### config.mk
export PLATFORM = sky130hd
export DESIGN_NAME = eprom_eeprom_program_control
export DESIGN_NICKNAME = d
export VERILOG_FILES = /design/src/hw/nvm_pkg.sv /design/src/hw/eprom_eeprom_program_control.sv
export SDC_FILE = /design/constraint.sdc
export NUM_CORES = 1
export LEC_CHECK = 0
export BUFFER_PORTS_ARGS = -buffer_cell sky130_fd_sc_hd__buf_2
export CAP_MARGIN = 20
export CELL_PAD_IN_SITES_DETAIL_PLACEMENT = 1
export CELL_PAD_IN_SITES_GLOBAL_PLACEMENT = 2
export CORE_AREA = 3 3 118 120
export DETAILED_ROUTE_END_ITERATION = 6
export DIE_AREA = 0 0 121 123
export PLACE_DENSITY = 0.78
export SLEW_MARGIN = 15
export SYNTH_ARGS = -nofsm -noshare
export SYNTH_HDL_FRONTEND = slang
export SYNTH_SLANG_ARGS = --single-unit
### constraint.sdc
create_clock -name mclk -period 1.9 [get_ports mclk]
set_input_delay 0.19 -clock mclk [delete_from_list [all_inputs] [get_ports mclk]]
set_output_delay 0.19 -clock mclk [all_outputs]
set_load 0.02 [all_outputs]
### src/hw/nvm_pkg.sv
package nvm_pkg;
	// ==========================================
	// Register map
	localparam logic [15:0] EPROM_CTRL_ADDR = 16'h002B;
	localparam logic [15:0] EEPROM_CTRL_ADDR = 16'h003B;
	localparam logic [7:0] CTRL_RESET = 8'h00;
	// eprom_program_control fields
	localparam int MBE_BIT = 7;
	localparam int EPROM_LATCH_BIT = 5;
	localparam int EXTRA_COLUMN_SELECT_BIT = 4;
	localparam int EXTRA_ROW_SELECT_BIT = 3;
	localparam int EPROM_VOLTAGE_ON_BIT = 0;
	localparam logic [7:0] EPROM_CTRL_RMASK = 8'hB9;
	// eeprom_program_control fields
	localparam int ODD_BIT = 7;
	localparam int EVEN_BIT = 6;
	localparam int BYTE_BIT = 4;
	localparam int ROW_BIT = 3;
	localparam int ERASE_BIT = 2;
	localparam int EEPROM_LATCH_BIT = 1;
	localparam int EEPROM_VOLTAGE_ON_BIT = 0;
	localparam logic [7:0] EEPROM_CTRL_RMASK = 8'hDF;
	// ==========================================
	// Arrays
	localparam logic [15:0] EPROM_BASE = 16'h4000;
	localparam logic [15:0] MBE_IGNORE_MASK = 16'hC090;
	localparam logic [4:0] EXTRA_COLUMN_SELECT_LOW_ONES = 5'h1F;
	localparam logic [3:0] EEPROM_PAGE_RESET = 4'h0;
	localparam logic [11:0] EEPROM_PAGE_OFFSET = 12'hE00;
	localparam logic [8:0] BLK1_START = 9'h020;
	localparam logic [8:0] BLK2_START = 9'h060;
	localparam logic [8:0] BLK3_START = 9'h0E0;
	localparam int BULKP_BIT = 7;
	localparam logic [7:0] ERASED_BYTE = 8'hFF;
	// ==========================================
	// Types
	typedef enum logic [1:0] {
		SCOPE_BULK = 2'b00,
		SCOPE_ROW = 2'b01,
		SCOPE_BYTE = 2'b10,
		SCOPE_PROGRAM = 2'b11
	} scope_type;
	typedef struct packed {
		logic [15:0] addr;
		logic [15:0] ignore_mask;
		logic [7:0] data;
	} eprom_req_type;
	typedef struct packed {
		logic [8:0] addr;
		logic [7:0] data;
		scope_type scope;
		logic all_rows;
	} eeprom_req_type;
endpackage : nvm_pkg

### src/hw/eprom_eeprom_program_control.sv
`timescale 1ns/1ps
// Operation
// RULE1: Multi-byte mode ignores address bits 4, 7, 14, 15; sixteen bytes programmed.
// RULE2: Multi-byte enable accessible only in special modes, else reads zero.
// RULE3: EPROM control bits 6, 2, 1 always read zero.
// RULE4: EPROM latch captures write address and data; EPROM reads blocked meanwhile.
// RULE5: Extra column select disables user array; column at bit 7, low bits ones.
// RULE6: Extra row select disables user array; six rows, address bits 11-7 zero.
// RULE7: EPROM voltage bit writable only with latch set; zero when latch clear.
// RULE8: Software programs EPROM with 0x20, store, 0x21, wait, clear.
// RULE9: EEPROM sits at default page after reset, relocatable to any 4K page; the page comes from eeprom_map_register, which is never reset here.
// RULE10: Erased EEPROM bytes read back as 0xFF.
// RULE11: EEPROM writes blocked while voltage on; other-location writes rejected mid-operation.
// RULE12: Odd and even both set program all rows of half the EEPROM.
// RULE13: EEPROM control bit 5 always reads zero.
// RULE14: Erase scope: both clear bulk, row alone row, byte set byte.
// RULE15: Erase bit selects erase when set, read or program when clear.
// RULE16: EEPROM latch captures address and data; clear means ROM-like reads.
// RULE17: EEPROM voltage bit writable only with latch set; zero when latch clear.
// RULE18: Row and byte scope bits ignored during EEPROM programming.
// RULE19: Software erases with scope bits, dummy write, voltage, wait, clear.
// RULE20: Software programs EEPROM with 0x02, store, 0x03, wait, clear.
// RULE21: Software erases a location before programming it.
// RULE22: Software selects internal oscillator at bus clock 1MHz or lower.
// RULE23: Protected EEPROM blocks of 32, 64, 128, 288 bytes refuse program and erase.
// RULE24: Voltage stays on while its bit is set; no hardware timeout.
module eprom_eeprom_program_control (
	input wire logic mclk, // Bus clock
	input wire logic srst, // Synchronous reset, high
	input wire logic special_mode, // Special bootstrap or test mode
	input wire logic [15:0] bus_addr, // CPU address
	input wire logic [7:0] bus_wdata, // CPU write data
	input wire logic bus_we, // CPU write strobe
	input wire logic bus_re, // CPU read strobe
	output logic [7:0] bus_rdata, // Register read data
	output logic bus_rvalid, // Read data valid
	input wire logic [7:0] block_protect_register, // Block protect bits
	input wire logic [3:0] eeprom_map_register, // EEPROM 4K page
	output nvm_pkg::eprom_req_type eprom_req, // Latched EPROM request
	output logic eprom_req_valid, // EPROM request captured
	output logic eprom_read_en, // EPROM may be read
	output logic user_array_disable, // EPROM user array off
	output logic extra_column_hit, // Extra column addressed
	output logic extra_row_hit, // Extra row addressed
	output logic external_program_supply, // EPROM supply switch
	output nvm_pkg::eeprom_req_type eeprom_req, // Latched EEPROM request
	output logic eeprom_req_valid, // EEPROM request captured
	output logic eeprom_read_en, // EEPROM read as ROM
	output logic eeprom_select, // Address inside EEPROM
	output logic eeprom_pump_on, // Charge pump to array
	output logic write_refused // Rejected EEPROM write
);
	// ==========================================
	// Helpers
	function automatic logic [1:0] block_of(input logic [8:0] off);
		if (off < nvm_pkg::BLK1_START) begin
			block_of = 2'd0;
		end else if (off < nvm_pkg::BLK2_START) begin
			block_of = 2'd1;
		end else if (off < nvm_pkg::BLK3_START) begin
			block_of = 2'd2;
		end else begin
			block_of = 2'd3;
		end
	endfunction : block_of

	// Scope is decoded for the register and for its next value alike
	function automatic nvm_pkg::scope_type scope_of(input logic [7:0] ctrl);
		if (!ctrl[nvm_pkg::ERASE_BIT]) begin
			scope_of = nvm_pkg::SCOPE_PROGRAM; // [RULE18]
		end else if (ctrl[nvm_pkg::BYTE_BIT]) begin
			scope_of = nvm_pkg::SCOPE_BYTE; // [RULE14]
		end else if (ctrl[nvm_pkg::ROW_BIT]) begin
			scope_of = nvm_pkg::SCOPE_ROW; // [RULE14]
		end else begin
			scope_of = nvm_pkg::SCOPE_BULK; // [RULE14]
		end
	endfunction : scope_of

	logic mbe_q;
	logic eprom_latch_q;
	logic extra_column_select_q;
	logic extra_row_select_q;
	logic eprom_voltage_on_q;
	logic [7:0] ee_ctrl_q;
	logic eprom_latch_d;
	logic eprom_voltage_on_d;
	logic [7:0] ee_ctrl_d;
	logic ep_ctrl_wr;
	logic ee_ctrl_wr;
	logic ep_hit;
	logic ee_all_rows;
	logic ee_erase;
	logic ee_latch;
	logic ee_pgm;
	logic [8:0] ee_off;
	logic ee_protected;
	nvm_pkg::scope_type scope;
	logic [7:0] ep_view;
	logic [7:0] ee_view;
	logic ee_refuse;

	assign ep_ctrl_wr = bus_we && (bus_addr == nvm_pkg::EPROM_CTRL_ADDR);
	assign ee_ctrl_wr = bus_we && (bus_addr == nvm_pkg::EEPROM_CTRL_ADDR);

	// ==========================================
	// EPROM control register
	always_comb begin
		eprom_latch_d = eprom_latch_q;
		eprom_voltage_on_d = eprom_voltage_on_q;
		if (ep_ctrl_wr) begin
			eprom_latch_d = bus_wdata[nvm_pkg::EPROM_LATCH_BIT]; // [RULE4]
			if (eprom_latch_q) begin
				eprom_voltage_on_d = bus_wdata[nvm_pkg::EPROM_VOLTAGE_ON_BIT]; // [RULE7]
			end
		end
		if (!eprom_latch_d) begin
			eprom_voltage_on_d = 1'b0; // [RULE7]
		end
	end

	always_ff @(posedge mclk) begin
		if (srst) begin
			eprom_latch_q <= 1'b0;
			eprom_voltage_on_q <= 1'b0;
		end else begin
			eprom_latch_q <= eprom_latch_d;
			eprom_voltage_on_q <= eprom_voltage_on_d;
		end
	end

	// Test bits only move in special modes and are masked again on use,
	// so leaving special mode cannot leave a stale test selection active
	always_ff @(posedge mclk) begin
		if (srst) begin
			mbe_q <= 1'b0;
			extra_column_select_q <= 1'b0;
			extra_row_select_q <= 1'b0;
		end else if (ep_ctrl_wr && special_mode) begin
			mbe_q <= bus_wdata[nvm_pkg::MBE_BIT]; // [RULE2]
			extra_column_select_q <= bus_wdata[nvm_pkg::EXTRA_COLUMN_SELECT_BIT]; // [RULE5]
			extra_row_select_q <= bus_wdata[nvm_pkg::EXTRA_ROW_SELECT_BIT]; // [RULE6]
		end
	end

	always_comb begin
		ep_view = nvm_pkg::CTRL_RESET;
		ep_view[nvm_pkg::MBE_BIT] = mbe_q && special_mode; // [RULE2]
		ep_view[nvm_pkg::EPROM_LATCH_BIT] = eprom_latch_q;
		ep_view[nvm_pkg::EXTRA_COLUMN_SELECT_BIT] = extra_column_select_q && special_mode; // [RULE5]
		ep_view[nvm_pkg::EXTRA_ROW_SELECT_BIT] = extra_row_select_q && special_mode; // [RULE6]
		ep_view[nvm_pkg::EPROM_VOLTAGE_ON_BIT] = eprom_voltage_on_q;
		ep_view = ep_view & nvm_pkg::EPROM_CTRL_RMASK; // [RULE3]
	end

	// ==========================================
	// EPROM latches and array controls
	assign ep_hit = bus_addr >= nvm_pkg::EPROM_BASE;

	always_ff @(posedge mclk) begin
		if (srst) begin
			eprom_req <= '0;
			eprom_req_valid <= 1'b0;
		end else if (!eprom_latch_q) begin
			eprom_req_valid <= 1'b0;
		end else if (bus_we && ep_hit && !eprom_voltage_on_q) begin
			eprom_req.addr <= bus_addr; // [RULE4]
			eprom_req.data <= bus_wdata; // [RULE4]
			eprom_req.ignore_mask <= (mbe_q && special_mode) ?
				nvm_pkg::MBE_IGNORE_MASK : 16'h0000; // [RULE1]
			eprom_req_valid <= 1'b1;
		end
	end

	assign eprom_read_en = !eprom_latch_q; // [RULE4]
	assign user_array_disable = special_mode && (extra_column_select_q || extra_row_select_q); // [RULE5] [RULE6]
	assign extra_column_hit = special_mode && extra_column_select_q &&
		(bus_addr[4:0] == nvm_pkg::EXTRA_COLUMN_SELECT_LOW_ONES); // [RULE5]
	assign extra_row_hit = special_mode && extra_row_select_q && (bus_addr[11:7] == 5'h00); // [RULE6]
	// Held for as long as software leaves the bit set
	assign external_program_supply = eprom_voltage_on_q && eprom_latch_q; // [RULE24] [RULE7]

	// ==========================================
	// EEPROM control register
	always_comb begin
		ee_ctrl_d = ee_ctrl_q;
		if (ee_ctrl_wr) begin
			ee_ctrl_d = bus_wdata & nvm_pkg::EEPROM_CTRL_RMASK; // [RULE13]
			ee_ctrl_d[nvm_pkg::EEPROM_VOLTAGE_ON_BIT] = ee_ctrl_q[nvm_pkg::EEPROM_LATCH_BIT] ?
				bus_wdata[nvm_pkg::EEPROM_VOLTAGE_ON_BIT] : ee_ctrl_q[nvm_pkg::EEPROM_VOLTAGE_ON_BIT]; // [RULE17]
		end
		if (!ee_ctrl_d[nvm_pkg::EEPROM_LATCH_BIT]) begin
			ee_ctrl_d[nvm_pkg::EEPROM_VOLTAGE_ON_BIT] = 1'b0; // [RULE17]
		end
	end

	always_ff @(posedge mclk) begin
		if (srst) begin
			ee_ctrl_q <= nvm_pkg::CTRL_RESET;
		end else begin
			ee_ctrl_q <= ee_ctrl_d;
		end
	end

	assign ee_erase = ee_ctrl_q[nvm_pkg::ERASE_BIT]; // [RULE15]
	assign ee_latch = ee_ctrl_q[nvm_pkg::EEPROM_LATCH_BIT];
	assign ee_pgm = ee_ctrl_q[nvm_pkg::EEPROM_VOLTAGE_ON_BIT];
	assign ee_view = ee_ctrl_q & nvm_pkg::EEPROM_CTRL_RMASK; // [RULE13]
	// Both test row selects together raise the all_rows flag of the request
	assign ee_all_rows = ee_ctrl_d[nvm_pkg::ODD_BIT] &&
		ee_ctrl_d[nvm_pkg::EVEN_BIT]; // [RULE12]

	always_comb begin
		scope = scope_of(ee_ctrl_q); // [RULE14] [RULE18]
	end

	// ==========================================
	// EEPROM decode, protection and latches
	// The page follows the map register live; nothing in this module resets it to the default page
	assign eeprom_select = (bus_addr[15:12] == eeprom_map_register) &&
		(bus_addr[11:9] == nvm_pkg::EEPROM_PAGE_OFFSET[11:9]); // [RULE9]
	assign ee_off = bus_addr[8:0];

	// Bulk and row erases touch more than one byte, so they also honour
	// the bulk protect bit and, for bulk, every block bit
	always_comb begin
		ee_protected = block_protect_register[block_of(ee_off)]; // [RULE23]
		if (scope == nvm_pkg::SCOPE_BULK) begin
			ee_protected = block_protect_register[nvm_pkg::BULKP_BIT] ||
				(block_protect_register[3:0] != 4'h0); // [RULE23]
		end else if (scope == nvm_pkg::SCOPE_ROW) begin
			ee_protected = ee_protected || block_protect_register[nvm_pkg::BULKP_BIT]; // [RULE23]
		end
	end

	// A write is refused while the pump bit is set, into a protected block,
	// or to a new location once one is already latched
	always_comb begin
		ee_refuse = 1'b0;
		if (bus_we && eeprom_select && ee_latch) begin
			if (ee_pgm) begin
				ee_refuse = 1'b1; // [RULE11]
			end else if (ee_protected) begin
				ee_refuse = 1'b1; // [RULE23]
			end else if (eeprom_req_valid && (ee_off != eeprom_req.addr)) begin
				ee_refuse = 1'b1; // [RULE11]
			end
		end
	end

	always_ff @(posedge mclk) begin
		if (srst) begin
			eeprom_req <= '0;
			eeprom_req_valid <= 1'b0;
		end else begin
			// Scope and row mode follow the control register so that software
			// may change them between the store and the pump command
			eeprom_req.scope <= scope_of(ee_ctrl_d); // [RULE14] [RULE18]
			eeprom_req.all_rows <= ee_all_rows; // [RULE12]
			if (!ee_latch) begin
				eeprom_req_valid <= 1'b0;
			end else if (bus_we && eeprom_select && !ee_refuse) begin
				eeprom_req.addr <= ee_off; // [RULE16]
				eeprom_req.data <= ee_erase ? nvm_pkg::ERASED_BYTE : bus_wdata; // [RULE10]
				eeprom_req_valid <= 1'b1;
			end
		end
	end

	assign eeprom_read_en = eeprom_select && !ee_latch; // [RULE16]
	// Held for as long as software leaves the bit set
	assign eeprom_pump_on = ee_pgm && ee_latch && eeprom_req_valid; // [RULE24] [RULE17]

	always_ff @(posedge mclk) begin
		if (srst) begin
			write_refused <= 1'b0;
		end else begin
			write_refused <= ee_refuse;
		end
	end

	// ==========================================
	// Register read port
	always_ff @(posedge mclk) begin
		if (srst) begin
			bus_rdata <= 8'h00;
			bus_rvalid <= 1'b0;
		end else begin
			bus_rvalid <= bus_re;
			if (!bus_re) begin
				bus_rdata <= 8'h00;
			end else if (bus_addr == nvm_pkg::EPROM_CTRL_ADDR) begin
				bus_rdata <= ep_view;
			end else if (bus_addr == nvm_pkg::EEPROM_CTRL_ADDR) begin
				bus_rdata <= ee_view;
			end else begin
				bus_rdata <= 8'h00;
			end
		end
	end

endmodule : eprom_eeprom_program_control

==> metrics.txt, run 1 <==
# TYPE chip_impl_metric gauge
chip_impl_metric{name="pwr_density_cell",unit="nW/um^2"} 766
chip_impl_metric{name="sequentialPowerShare",unit="%"} 42.5
chip_impl_info{name="cts_root_buf",value="clkbuf_16"} 1
chip_impl_info{name="route.top_layer_used",value="met4"} 1
chip_impl_metric{name="fmaxAchievable",unit="MHz"} 495
chip_impl_metric{name="overflow",unit=""} 0
chip_impl_metric{name="sequential_to_total_area_share_from_yosys_stat",unit="%"} 44.8
chip_impl_metric{name="grt_max_degree",unit=""} 43
chip_impl_metric{name="detailedRoute.firstPassIterationCount",unit=""} 5
chip_impl_metric{name="yosys_warnings",unit=""} 0
chip_impl_metric{name="timing.clock.skew",unit="ps"} 7.71
chip_impl_metric{name="layout-area-overhead-vs-synth",unit="%"} 44.0
chip_impl_metric{name="count_of_flip_flops_with_a_built_in_enable_after_synthesis",unit=""} 0
chip_impl_metric{name="cts_buffer_depth",unit=""} 2
chip_impl_info{name="critical-path-slowest-cell",value="or4_4"} 1
chip_impl_metric{name="p_clk_share",unit="%"} 49.7
chip_impl_metric{name="arrival",unit="ps"} 2230
chip_impl_metric{name="power.net_switching",unit="uW"} 839
chip_impl_info{name="violations",value="negative setup slack"} 1
chip_impl_metric{name="vias_per_cell",unit=""} 4.59
chip_impl_info{name="cp-startpoint",value="eeprom_req[12]$_SDFFE_PP0P_"} 1
chip_impl_metric{name="worstSkewPairLatency",unit="ps"} 340
chip_impl_metric{name="synth_async_sr_flop_share",unit="%"} 0
chip_impl_metric{name="antenna_violations_before_repair",unit=""} 0
chip_impl_metric{name="via_count_of_the_first_global_routing_pass",unit=""} 3255
chip_impl_metric{name="cts_made_buffers",unit=""} 9
chip_impl_metric{name="die_area",unit="sq um"} 14900
chip_impl_metric{name="groute.usage.overall",unit="%"} 15.5
chip_impl_metric{name="peak_vdd_ir",unit="uV"} 367
chip_impl_metric{name="synth_largest_type_area_fraction",unit="%"} 44.8
chip_impl_metric{name="critical-path-max-stage-delay",unit="ps"} 560
chip_impl_metric{name="cts.clk_slew.worst_paths",unit="ps"} 60
chip_impl_metric{name="boundary_pin_count",unit=""} 121
chip_impl_metric{name="syn_area",unit="sq um"} 3090
chip_impl_info{name="synth.cells.most_frequent",value="nand2_1 (77), dfxtp_1 (69), a21oi_1 (38)"} 1
chip_impl_metric{name="post-dp-hpwl",unit="microns"} 8490
chip_impl_info{name="yosys.cell_count.top_type",value="nand2_1"} 1
chip_impl_metric{name="antenna_fix_cells",unit=""} 0
chip_impl_metric{name="finalWorstPathRequiredPeriod",unit="ps"} 2020
chip_impl_info{name="synth_top_cells_by_area",value="dfxtp_1 (45%), nand2_1 (9.4%), a21oi_1 (6.2%), mux2i_1 (3.9%), buf_4 (3.6%)"} 1
chip_impl_metric{name="ant_nets",unit=""} 0
chip_impl_metric{name="grt_first_pass_wirelength",unit="microns"} 17700
chip_impl_metric{name="pleak",unit="uW"} 0.00192
chip_impl_info{name="worst_setup_path_end_kind",value="flop"} 1
chip_impl_metric{name="timing.reg2reg.worst_path_depth",unit=""} 5
chip_impl_metric{name="drt-wirelength-per-cell",unit="microns"} 16.3
chip_impl_metric{name="gp_congestion",unit=""} 0.772
chip_impl_metric{name="slew_violations",unit=""} 0
chip_impl_metric{name="cap_viol_max_count",unit=""} 0
chip_impl_metric{name="share_of_post_route_cells_with_drive_strength_above_1",unit="%"} 38.8
chip_impl_info{name="cts_tree",value="done"} 1
chip_impl_metric{name="critical_path_peak_fanout",unit=""} 5
chip_impl_info{name="timing.rr.end",value="eeprom_req[10]$_SDFFE_PP0P_"} 1
chip_impl_metric{name="route.met2.wl",unit="microns"} 5390
chip_impl_info{name="min-delay-path-class",value="input port to flop"} 1
chip_impl_metric{name="setup.reg_to_reg.worst_slack",unit="ps"} -120
chip_impl_metric{name="netlist-cell-type-count",unit=""} 48
chip_impl_info{name="min_from",value="bus_addr[10]"} 1
chip_impl_metric{name="wl",unit="microns"} 11200
chip_impl_metric{name="m1WireLength",unit="microns"} 5080
chip_impl_info{name="path_cells",value="xnor2_2 -> nand4_1 -> o41a_1 -> or4_4 -> o311a_1"} 1
chip_impl_metric{name="final_critical_path_setup_slack",unit="ps"} -119
chip_impl_metric{name="yosys_register_bits",unit=""} 69
chip_impl_metric{name="cts_max_level",unit=""} 3
chip_impl_metric{name="wire_length_on_met3",unit="microns"} 674
chip_impl_metric{name="synth_area_per_cell",unit="sq um"} 8.34
chip_impl_info{name="startpoint_type",value="flop"} 1
chip_impl_metric{name="final.hold.worst_slack",unit="ps"} 126
chip_impl_metric{name="rows",unit=""} 42
chip_impl_metric{name="port-buffer-count",unit=""} 105
chip_impl_info{name="timing.setup.critical_path_class",value="flop to flop"} 1
chip_impl_info{name="status",value="complete, but fails checks"} 1
chip_impl_metric{name="pwr-share-comb",unit="%"} 7.8
chip_impl_metric{name="timing.final.setup_violations",unit=""} 12
chip_impl_metric{name="die_h",unit="microns"} 123
chip_impl_metric{name="final_hold_viol_count",unit=""} 0
chip_impl_metric{name="initial_cell_density_of_the_core",unit="%"} 23.6
chip_impl_metric{name="cts_num_sinks",unit=""} 69
chip_impl_metric{name="finish.net_count",unit=""} 549
chip_impl_metric{name="switching_share",unit="%"} 24.6
chip_impl_metric{name="placement.setup.worst_slack",unit="ps"} -439
chip_impl_metric{name="die_x",unit="microns"} 121
chip_impl_info{name="post-synth-top-area-cell",value="dfxtp_1"} 1
chip_impl_metric{name="placeableCoreArea",unit="sq um"} 13100
chip_impl_info{name="cp-endpoint",value="eeprom_req[10]$_SDFFE_PP0P_"} 1
chip_impl_metric{name="min_period_over_period",unit="%"} 106
chip_impl_metric{name="post_synth_inst_count",unit=""} 370
chip_impl_info{name="unrepaired_setup_endpoints_after_global_routing",value="yes"} 1
chip_impl_info{name="worst_r2r_startpoint",value="eeprom_req[12]$_SDFFE_PP0P_"} 1
chip_impl_metric{name="cell_internal_pwr",unit="uW"} 2570
chip_impl_info{name="postSynth.topFlopCell",value="dfxtp_1"} 1
chip_impl_metric{name="total_drc_errors_in_the_routed_layout",unit=""} 0
chip_impl_metric{name="timing.critical_path.required",unit="ps"} 2110
chip_impl_metric{name="iteration_0_drc_markers",unit=""} 131
chip_impl_metric{name="dr_total_vias",unit=""} 3163
[sequential cells by signal (all words and copies together), names as in the netlist]
register	cells
extra_column_select_q	1
mbe_q	1
eeprom_req_valid	1
extra_row_select_q	1
eprom_req_valid	1
write_refused	1
eprom_voltage_on_q	1
bus_rvalid	1
ee_ctrl_q	7
eprom_latch_q	1
bus_rdata	8
eeprom_req	20
eprom_req	25
[cell type report]
| class | count | area [sq um] |
|---|---|---|
| inverter | 15 | 56.3 |
| clock buffer | 9 | 225 |
| fill | 1586 | 8640 |
| clock inverter | 7 | 72.6 |
| tap | 176 | 220 |
| multi-input combinational | 257 | 1550 |
| timing repair buffer | 156 | 916 |
| sequential | 69 | 1400 |
[through the flow]
step | setup TNS (ps) | utilization, % | power (uW) | std cells | cell area, sq um
3_3_place_gp | -4460 | 31.0 | 1730 | 670 | 4050
6_report | -793 | 34.0 | 3400 | 689 | 4440
5_1_grt | -2280 | 34.0 | 3540 | 689 | 4440
2_1_floorplan | -389 | - | 1610 | 381 | 3150
4_1_cts | -1600 | 33.8 | 3450 | 689 | 4420
3_5_place_dp | -6450 | 31.0 | 1730 | 670 | 4050
[cell families after synthesis]
family,synth area share (%)
other,0.122
xor gates and xnor gates,3.69
and+or+nand+nor,21.5
buffers and inverters,8.92
muxes,4.62
AOI/OAI and AO/OA,16.3
DFF,44.8
[routing by layer]
layer	GRT usage, %	vias to the layer above
met5	0	-
met4	4.25	0
met3	4.62	7
met2	25.4	87
met1	19.8	1523
li1	-	1546
[what timing repair did]
item | in CTS | in global routing
pin swaps | 0 | 2
hold buffers | 0 | 0
endpoints found under the setup margin | 18 | 18
gates resized for setup | 11 | 3
setup buffers | 1 | 0
cloned | 2 | 0
[power by group through the flow]
stage | combinational, uW | clock (uW) | sequential [uW]
6_report | 265 | 1690 | 1450
5_1_grt | 289 | 1800 | 1450
4_1_cts | 261 | 1740 | 1450
3_5_place_dp | 255 | 0 | 1480
3_3_place_gp | 249 | 0 | 1480
2_1_floorplan | 128 | 0 | 1480
[worst min path at each step]
stage | to | slack [ps] | depth (start not counted)
3_3_place_gp | eprom_req[30]$_SDFFE_PP0P_ | 440 | 2
5_1_grt | eprom_req[34]$_SDFFE_PP0P_ | 130 | 3
3_5_place_dp | eprom_req[5]$_SDFFE_PP0P_ | 450 | 2
6_report | eprom_req[34]$_SDFFE_PP0P_ | 130 | 3
4_1_cts | eprom_req[34]$_SDFFE_PP0P_ | 120 | 3
2_1_floorplan | eeprom_req[13]$_SDFFE_PP0P_ | 320 | 2
[layout by cell type (no fill, tap or decap), types with 6 or more instances in the layout]
master,netlist,final
nand4_1,7,7
o311a_1,8,8
mux2i_1,12,12
nor3_1,7,7
a21oi_1,38,37
conb_1,1,12
o41ai_1,8,8
clkbuf_16,0,9
nand3_1,16,16
nand2_1,77,77
inv_1,13,13
buf_2,7,105
and3_1,6,6
buf_4,15,49
nor2_1,10,10
dfxtp_1,69,60
dfxtp_2,0,6
[worst max-delay path: cells and delay by family (launching register included)]
family | cells | cell delay (ps)
compound gates | 2 | 710
xor+xnor | 1 | 170
flops | 1 | 330
simple gates | 2 | 700
Power figures use the tool's default switching activity.
==> run 2: changes to the inputs <==
--- a/config.mk
+++ b/config.mk
@@ -13,6 +13,8 @@
 export DETAILED_ROUTE_END_ITERATION = 6
 export DIE_AREA = 0 0 121 123
 export PLACE_DENSITY = 0.78
+export SETUP_SLACK_MARGIN = 0.15
+export SKIP_CTS_REPAIR_TIMING = 1
 export SLEW_MARGIN = 15
 export SYNTH_ARGS = -nofsm -noshare
 export SYNTH_HDL_FRONTEND = slang
==> run 2 against run 1 <==
The flow still finishes with violations (negative setup slack). Clock skew increased by 5.9 ps. Register-to-register slack barely moved. Core utilization rose by 0.56 points. Clock-buffer cell count increased by 4. Hold slack gained 9.8 ps. Critical path type unchanged. Largest power group unchanged.
==> metrics.txt, run 2 (synthesis gave the netlist of run 1 again) <==
# TYPE chip_impl_metric gauge
chip_impl_metric{name="totalPowerFinal",unit="uW"} 3690
chip_impl_metric{name="die_area",unit="sq um"} 14900
chip_impl_metric{name="critical_path_peak_fanout",unit=""} 9
chip_impl_metric{name="slew_violations",unit=""} 0
chip_impl_metric{name="finalWorstPathRequiredPeriod",unit="ps"} 2030
chip_impl_info{name="cts_tree",value="done"} 1
chip_impl_metric{name="pleak",unit="uW"} 0.00197
chip_impl_metric{name="total_drc_errors_in_the_routed_layout",unit=""} 0
chip_impl_metric{name="share_of_post_route_cells_with_drive_strength_above_1",unit="%"} 38.4
chip_impl_metric{name="antenna_violations_before_repair",unit=""} 0
chip_impl_metric{name="gp_congestion",unit=""} 0.806
chip_impl_info{name="critical-path-slowest-cell",value="or4_1"} 1
chip_impl_metric{name="port-buffer-count",unit=""} 105
chip_impl_metric{name="rows",unit=""} 42
chip_impl_metric{name="grt_max_degree",unit=""} 43
chip_impl_metric{name="arrival",unit="ps"} 2250
chip_impl_metric{name="hold-path-cell-count",unit=""} 3
chip_impl_metric{name="layout-area-overhead-vs-synth",unit="%"} 46.4
chip_impl_info{name="path_cells",value="xnor2_2 -> nand4_1 -> o41a_1 -> or4_1 -> buf_6 -> o311a_1"} 1
chip_impl_metric{name="dr_total_vias",unit=""} 3196
chip_impl_metric{name="setup.reg_to_reg.worst_slack",unit="ps"} -130
chip_impl_metric{name="timing.final.setup_violations",unit=""} 8
chip_impl_metric{name="worstSkewPairLatency",unit="ps"} 340
chip_impl_info{name="final_common_cell",value="buf_2"} 1
chip_impl_metric{name="overflow",unit=""} 0
chip_impl_metric{name="sequential_cell_area",unit="sq um"} 1400
chip_impl_metric{name="cts_made_buffers",unit=""} 9
chip_impl_metric{name="die_h",unit="microns"} 123
chip_impl_metric{name="largest_reg_flops",unit=""} 25
chip_impl_metric{name="dpl_cell_area",unit="sq um"} 4110
chip_impl_info{name="timing.rr.end",value="eeprom_req[7]$_SDFFE_PP0P_"} 1
chip_impl_metric{name="final_critical_path_setup_slack",unit="ps"} -132
chip_impl_metric{name="final.hold.worst_slack",unit="ps"} 136
chip_impl_metric{name="detailedRoute.firstPassIterationCount",unit=""} 4
chip_impl_metric{name="post-dp-hpwl",unit="microns"} 8630
chip_impl_metric{name="filler_cell_count",unit=""} 1559
chip_impl_metric{name="pwr_density_cell",unit="nW/um^2"} 817
chip_impl_metric{name="cap_viol_max_count",unit=""} 0
chip_impl_metric{name="finish.cell_count_without_fillers",unit=""} 691
chip_impl_info{name="most-common-layout-cells",value="buf_2 (105), nand2_1 (77), dfxtp_1 (60), buf_4 (52), a21oi_1 (38)"} 1
chip_impl_info{name="min_from",value="bus_addr[9]"} 1
chip_impl_metric{name="finish.net_count",unit=""} 552
chip_impl_metric{name="timing.clock.skew",unit="ps"} 13.6
chip_impl_metric{name="min_period_over_period",unit="%"} 107
chip_impl_metric{name="via_count_of_the_first_global_routing_pass",unit=""} 3312
chip_impl_metric{name="critical-path-max-stage-delay",unit="ps"} 430
chip_impl_info{name="largest-register",value="eprom_req"} 1
chip_impl_info{name="worst_r2r_startpoint",value="eeprom_req[11]$_SDFFE_PP0P_"} 1
chip_impl_metric{name="grt_first_pass_wirelength",unit="microns"} 17600
chip_impl_metric{name="multiInputGateArea",unit="sq um"} 1530
chip_impl_metric{name="ant_nets",unit=""} 0
chip_impl_metric{name="cts_num_sinks",unit=""} 69
chip_impl_metric{name="cts.clk_slew.worst_paths",unit="ps"} 60
chip_impl_info{name="timing.setup.critical_path_class",value="flop to flop"} 1
chip_impl_metric{name="iteration_0_drc_markers",unit=""} 104
chip_impl_metric{name="placement.setup.worst_slack",unit="ps"} -279
chip_impl_metric{name="boundary_pin_count",unit=""} 121
chip_impl_metric{name="antenna_fix_cells",unit=""} 0
chip_impl_metric{name="wl",unit="microns"} 11300
chip_impl_metric{name="die_x",unit="microns"} 121
chip_impl_metric{name="timing.reg2reg.worst_path_depth",unit=""} 6
chip_impl_metric{name="dp_cells",unit=""} 675
chip_impl_info{name="registers_with_the_most_flip_flops",value="eprom_req x25, eeprom_req x20, bus_rdata x8"} 1
chip_impl_info{name="violations",value="negative setup slack"} 1
chip_impl_metric{name="placeableCoreArea",unit="sq um"} 13100
chip_impl_metric{name="initial_cell_density_of_the_core",unit="%"} 23.6
chip_impl_info{name="unrepaired_setup_endpoints_after_global_routing",value="yes"} 1
chip_impl_metric{name="cts_buffer_depth",unit=""} 2
chip_impl_metric{name="timing.critical_path.required",unit="ps"} 2120
chip_impl_metric{name="final_hold_viol_count",unit=""} 0
chip_impl_info{name="cts_root_buf",value="clkbuf_16"} 1
chip_impl_metric{name="peak_vdd_ir",unit="uV"} 273
chip_impl_info{name="startpoint_type",value="flop"} 1
chip_impl_metric{name="vias_per_cell",unit=""} 4.63
chip_impl_metric{name="cts_max_level",unit=""} 3
chip_impl_info{name="status",value="complete, but fails checks"} 1
chip_impl_info{name="min-delay-path-class",value="input port to flop"} 1
chip_impl_info{name="worst_path_dominant_cell_family",value="compound AO/OA/AOI/OAI gates"} 1
chip_impl_metric{name="groute.usage.overall",unit="%"} 15.4
chip_impl_info{name="hold_path_end",value="eprom_req[33]$_SDFFE_PP0P_"} 1
chip_impl_metric{name="drt-wirelength-per-cell",unit="microns"} 16.4
chip_impl_metric{name="final_area",unit="sq um"} 4520
chip_impl_info{name="worst_setup_path_end_kind",value="flop"} 1
chip_impl_metric{name="worstPathBufferInverterCount",unit=""} 1
chip_impl_metric{name="fmaxAchievable",unit="MHz"} 492
## run 2: worst reg2reg max path, stage by stage, from the launching register on
cell,delay (ps)
dfxtp_2,330
xnor2_2,140
nand4_1,140
o41a_1,420
or4_1,430
buf_6,160
o311a_1,290
## run 2: power breakdown
part / total (uW) / leakage (uW) / switching [uW] / internal [uW]
Sequential: 1450 / 0.000562 / 1.06 / 1450
Combinational: 267 / 0.00123 / 164 / 102
Clock: 1980 / 0.000172 / 637 / 1340
## run 2: worst max path at each step
| stage | start | end | slack [ps] | depth (start not counted) |
|---|---|---|---|---|
| 3_3_place_gp | bus_addr[12] | eeprom_req[9]$_SDFFE_PP0P_ | -240 | 7 |
| 6_report | eeprom_req[11]$_SDFFE_PP0P_ | eeprom_req[7]$_SDFFE_PP0P_ | -130 | 6 |
| 3_5_place_dp | bus_addr[15] | eeprom_req[7]$_SDFFE_PP0P_ | -280 | 7 |
| 5_1_grt | eeprom_req[14]$_SDFFE_PP0P_ | eeprom_req[10]$_SDFFE_PP0P_ | -210 | 6 |
| 2_1_floorplan | eeprom_req[15]$_SDFFE_PP0P_ | eeprom_req[10]$_SDFFE_PP0P_ | -50 | 6 |
| 4_1_cts | eeprom_req[12]$_SDFFE_PP0P_ | eeprom_req[7]$_SDFFE_PP0P_ | -230 | 6 |
## run 2: area by class of cell
cell class	count	share of cell area [%]
Timing Repair Buffer	160	21.2
Multi-Input combinational cell	256	33.9
Sequential cell	69	31.0
Clock buffer	13	6.48
Clock inverter	2	1.33
Inverter	15	1.25
Tap cell	176	4.87
## run 2: per-layer routing
metal / vias to the layer above / part of all wire (%) / wire [microns] / track usage (%)
met2: 99 / 47 / 5370 / 25.5
met3: 14 / 5.8 / 659 / 4.21
met1: 1537 / 45 / 5100 / 19.3
li1: 1546 / - / - / -
met4: 0 / 1.7 / 197 / 5.52
met5: - / 0 / 0 / 0
## run 2: through the flow
stage,utilization [%],TNS (ps)
3_3_place_gp,31.4,-3320
2_1_floorplan,-,-387
3_5_place_dp,31.4,-4220
5_1_grt,34.5,-2500
6_report,34.5,-989
4_1_cts,34.1,-2880
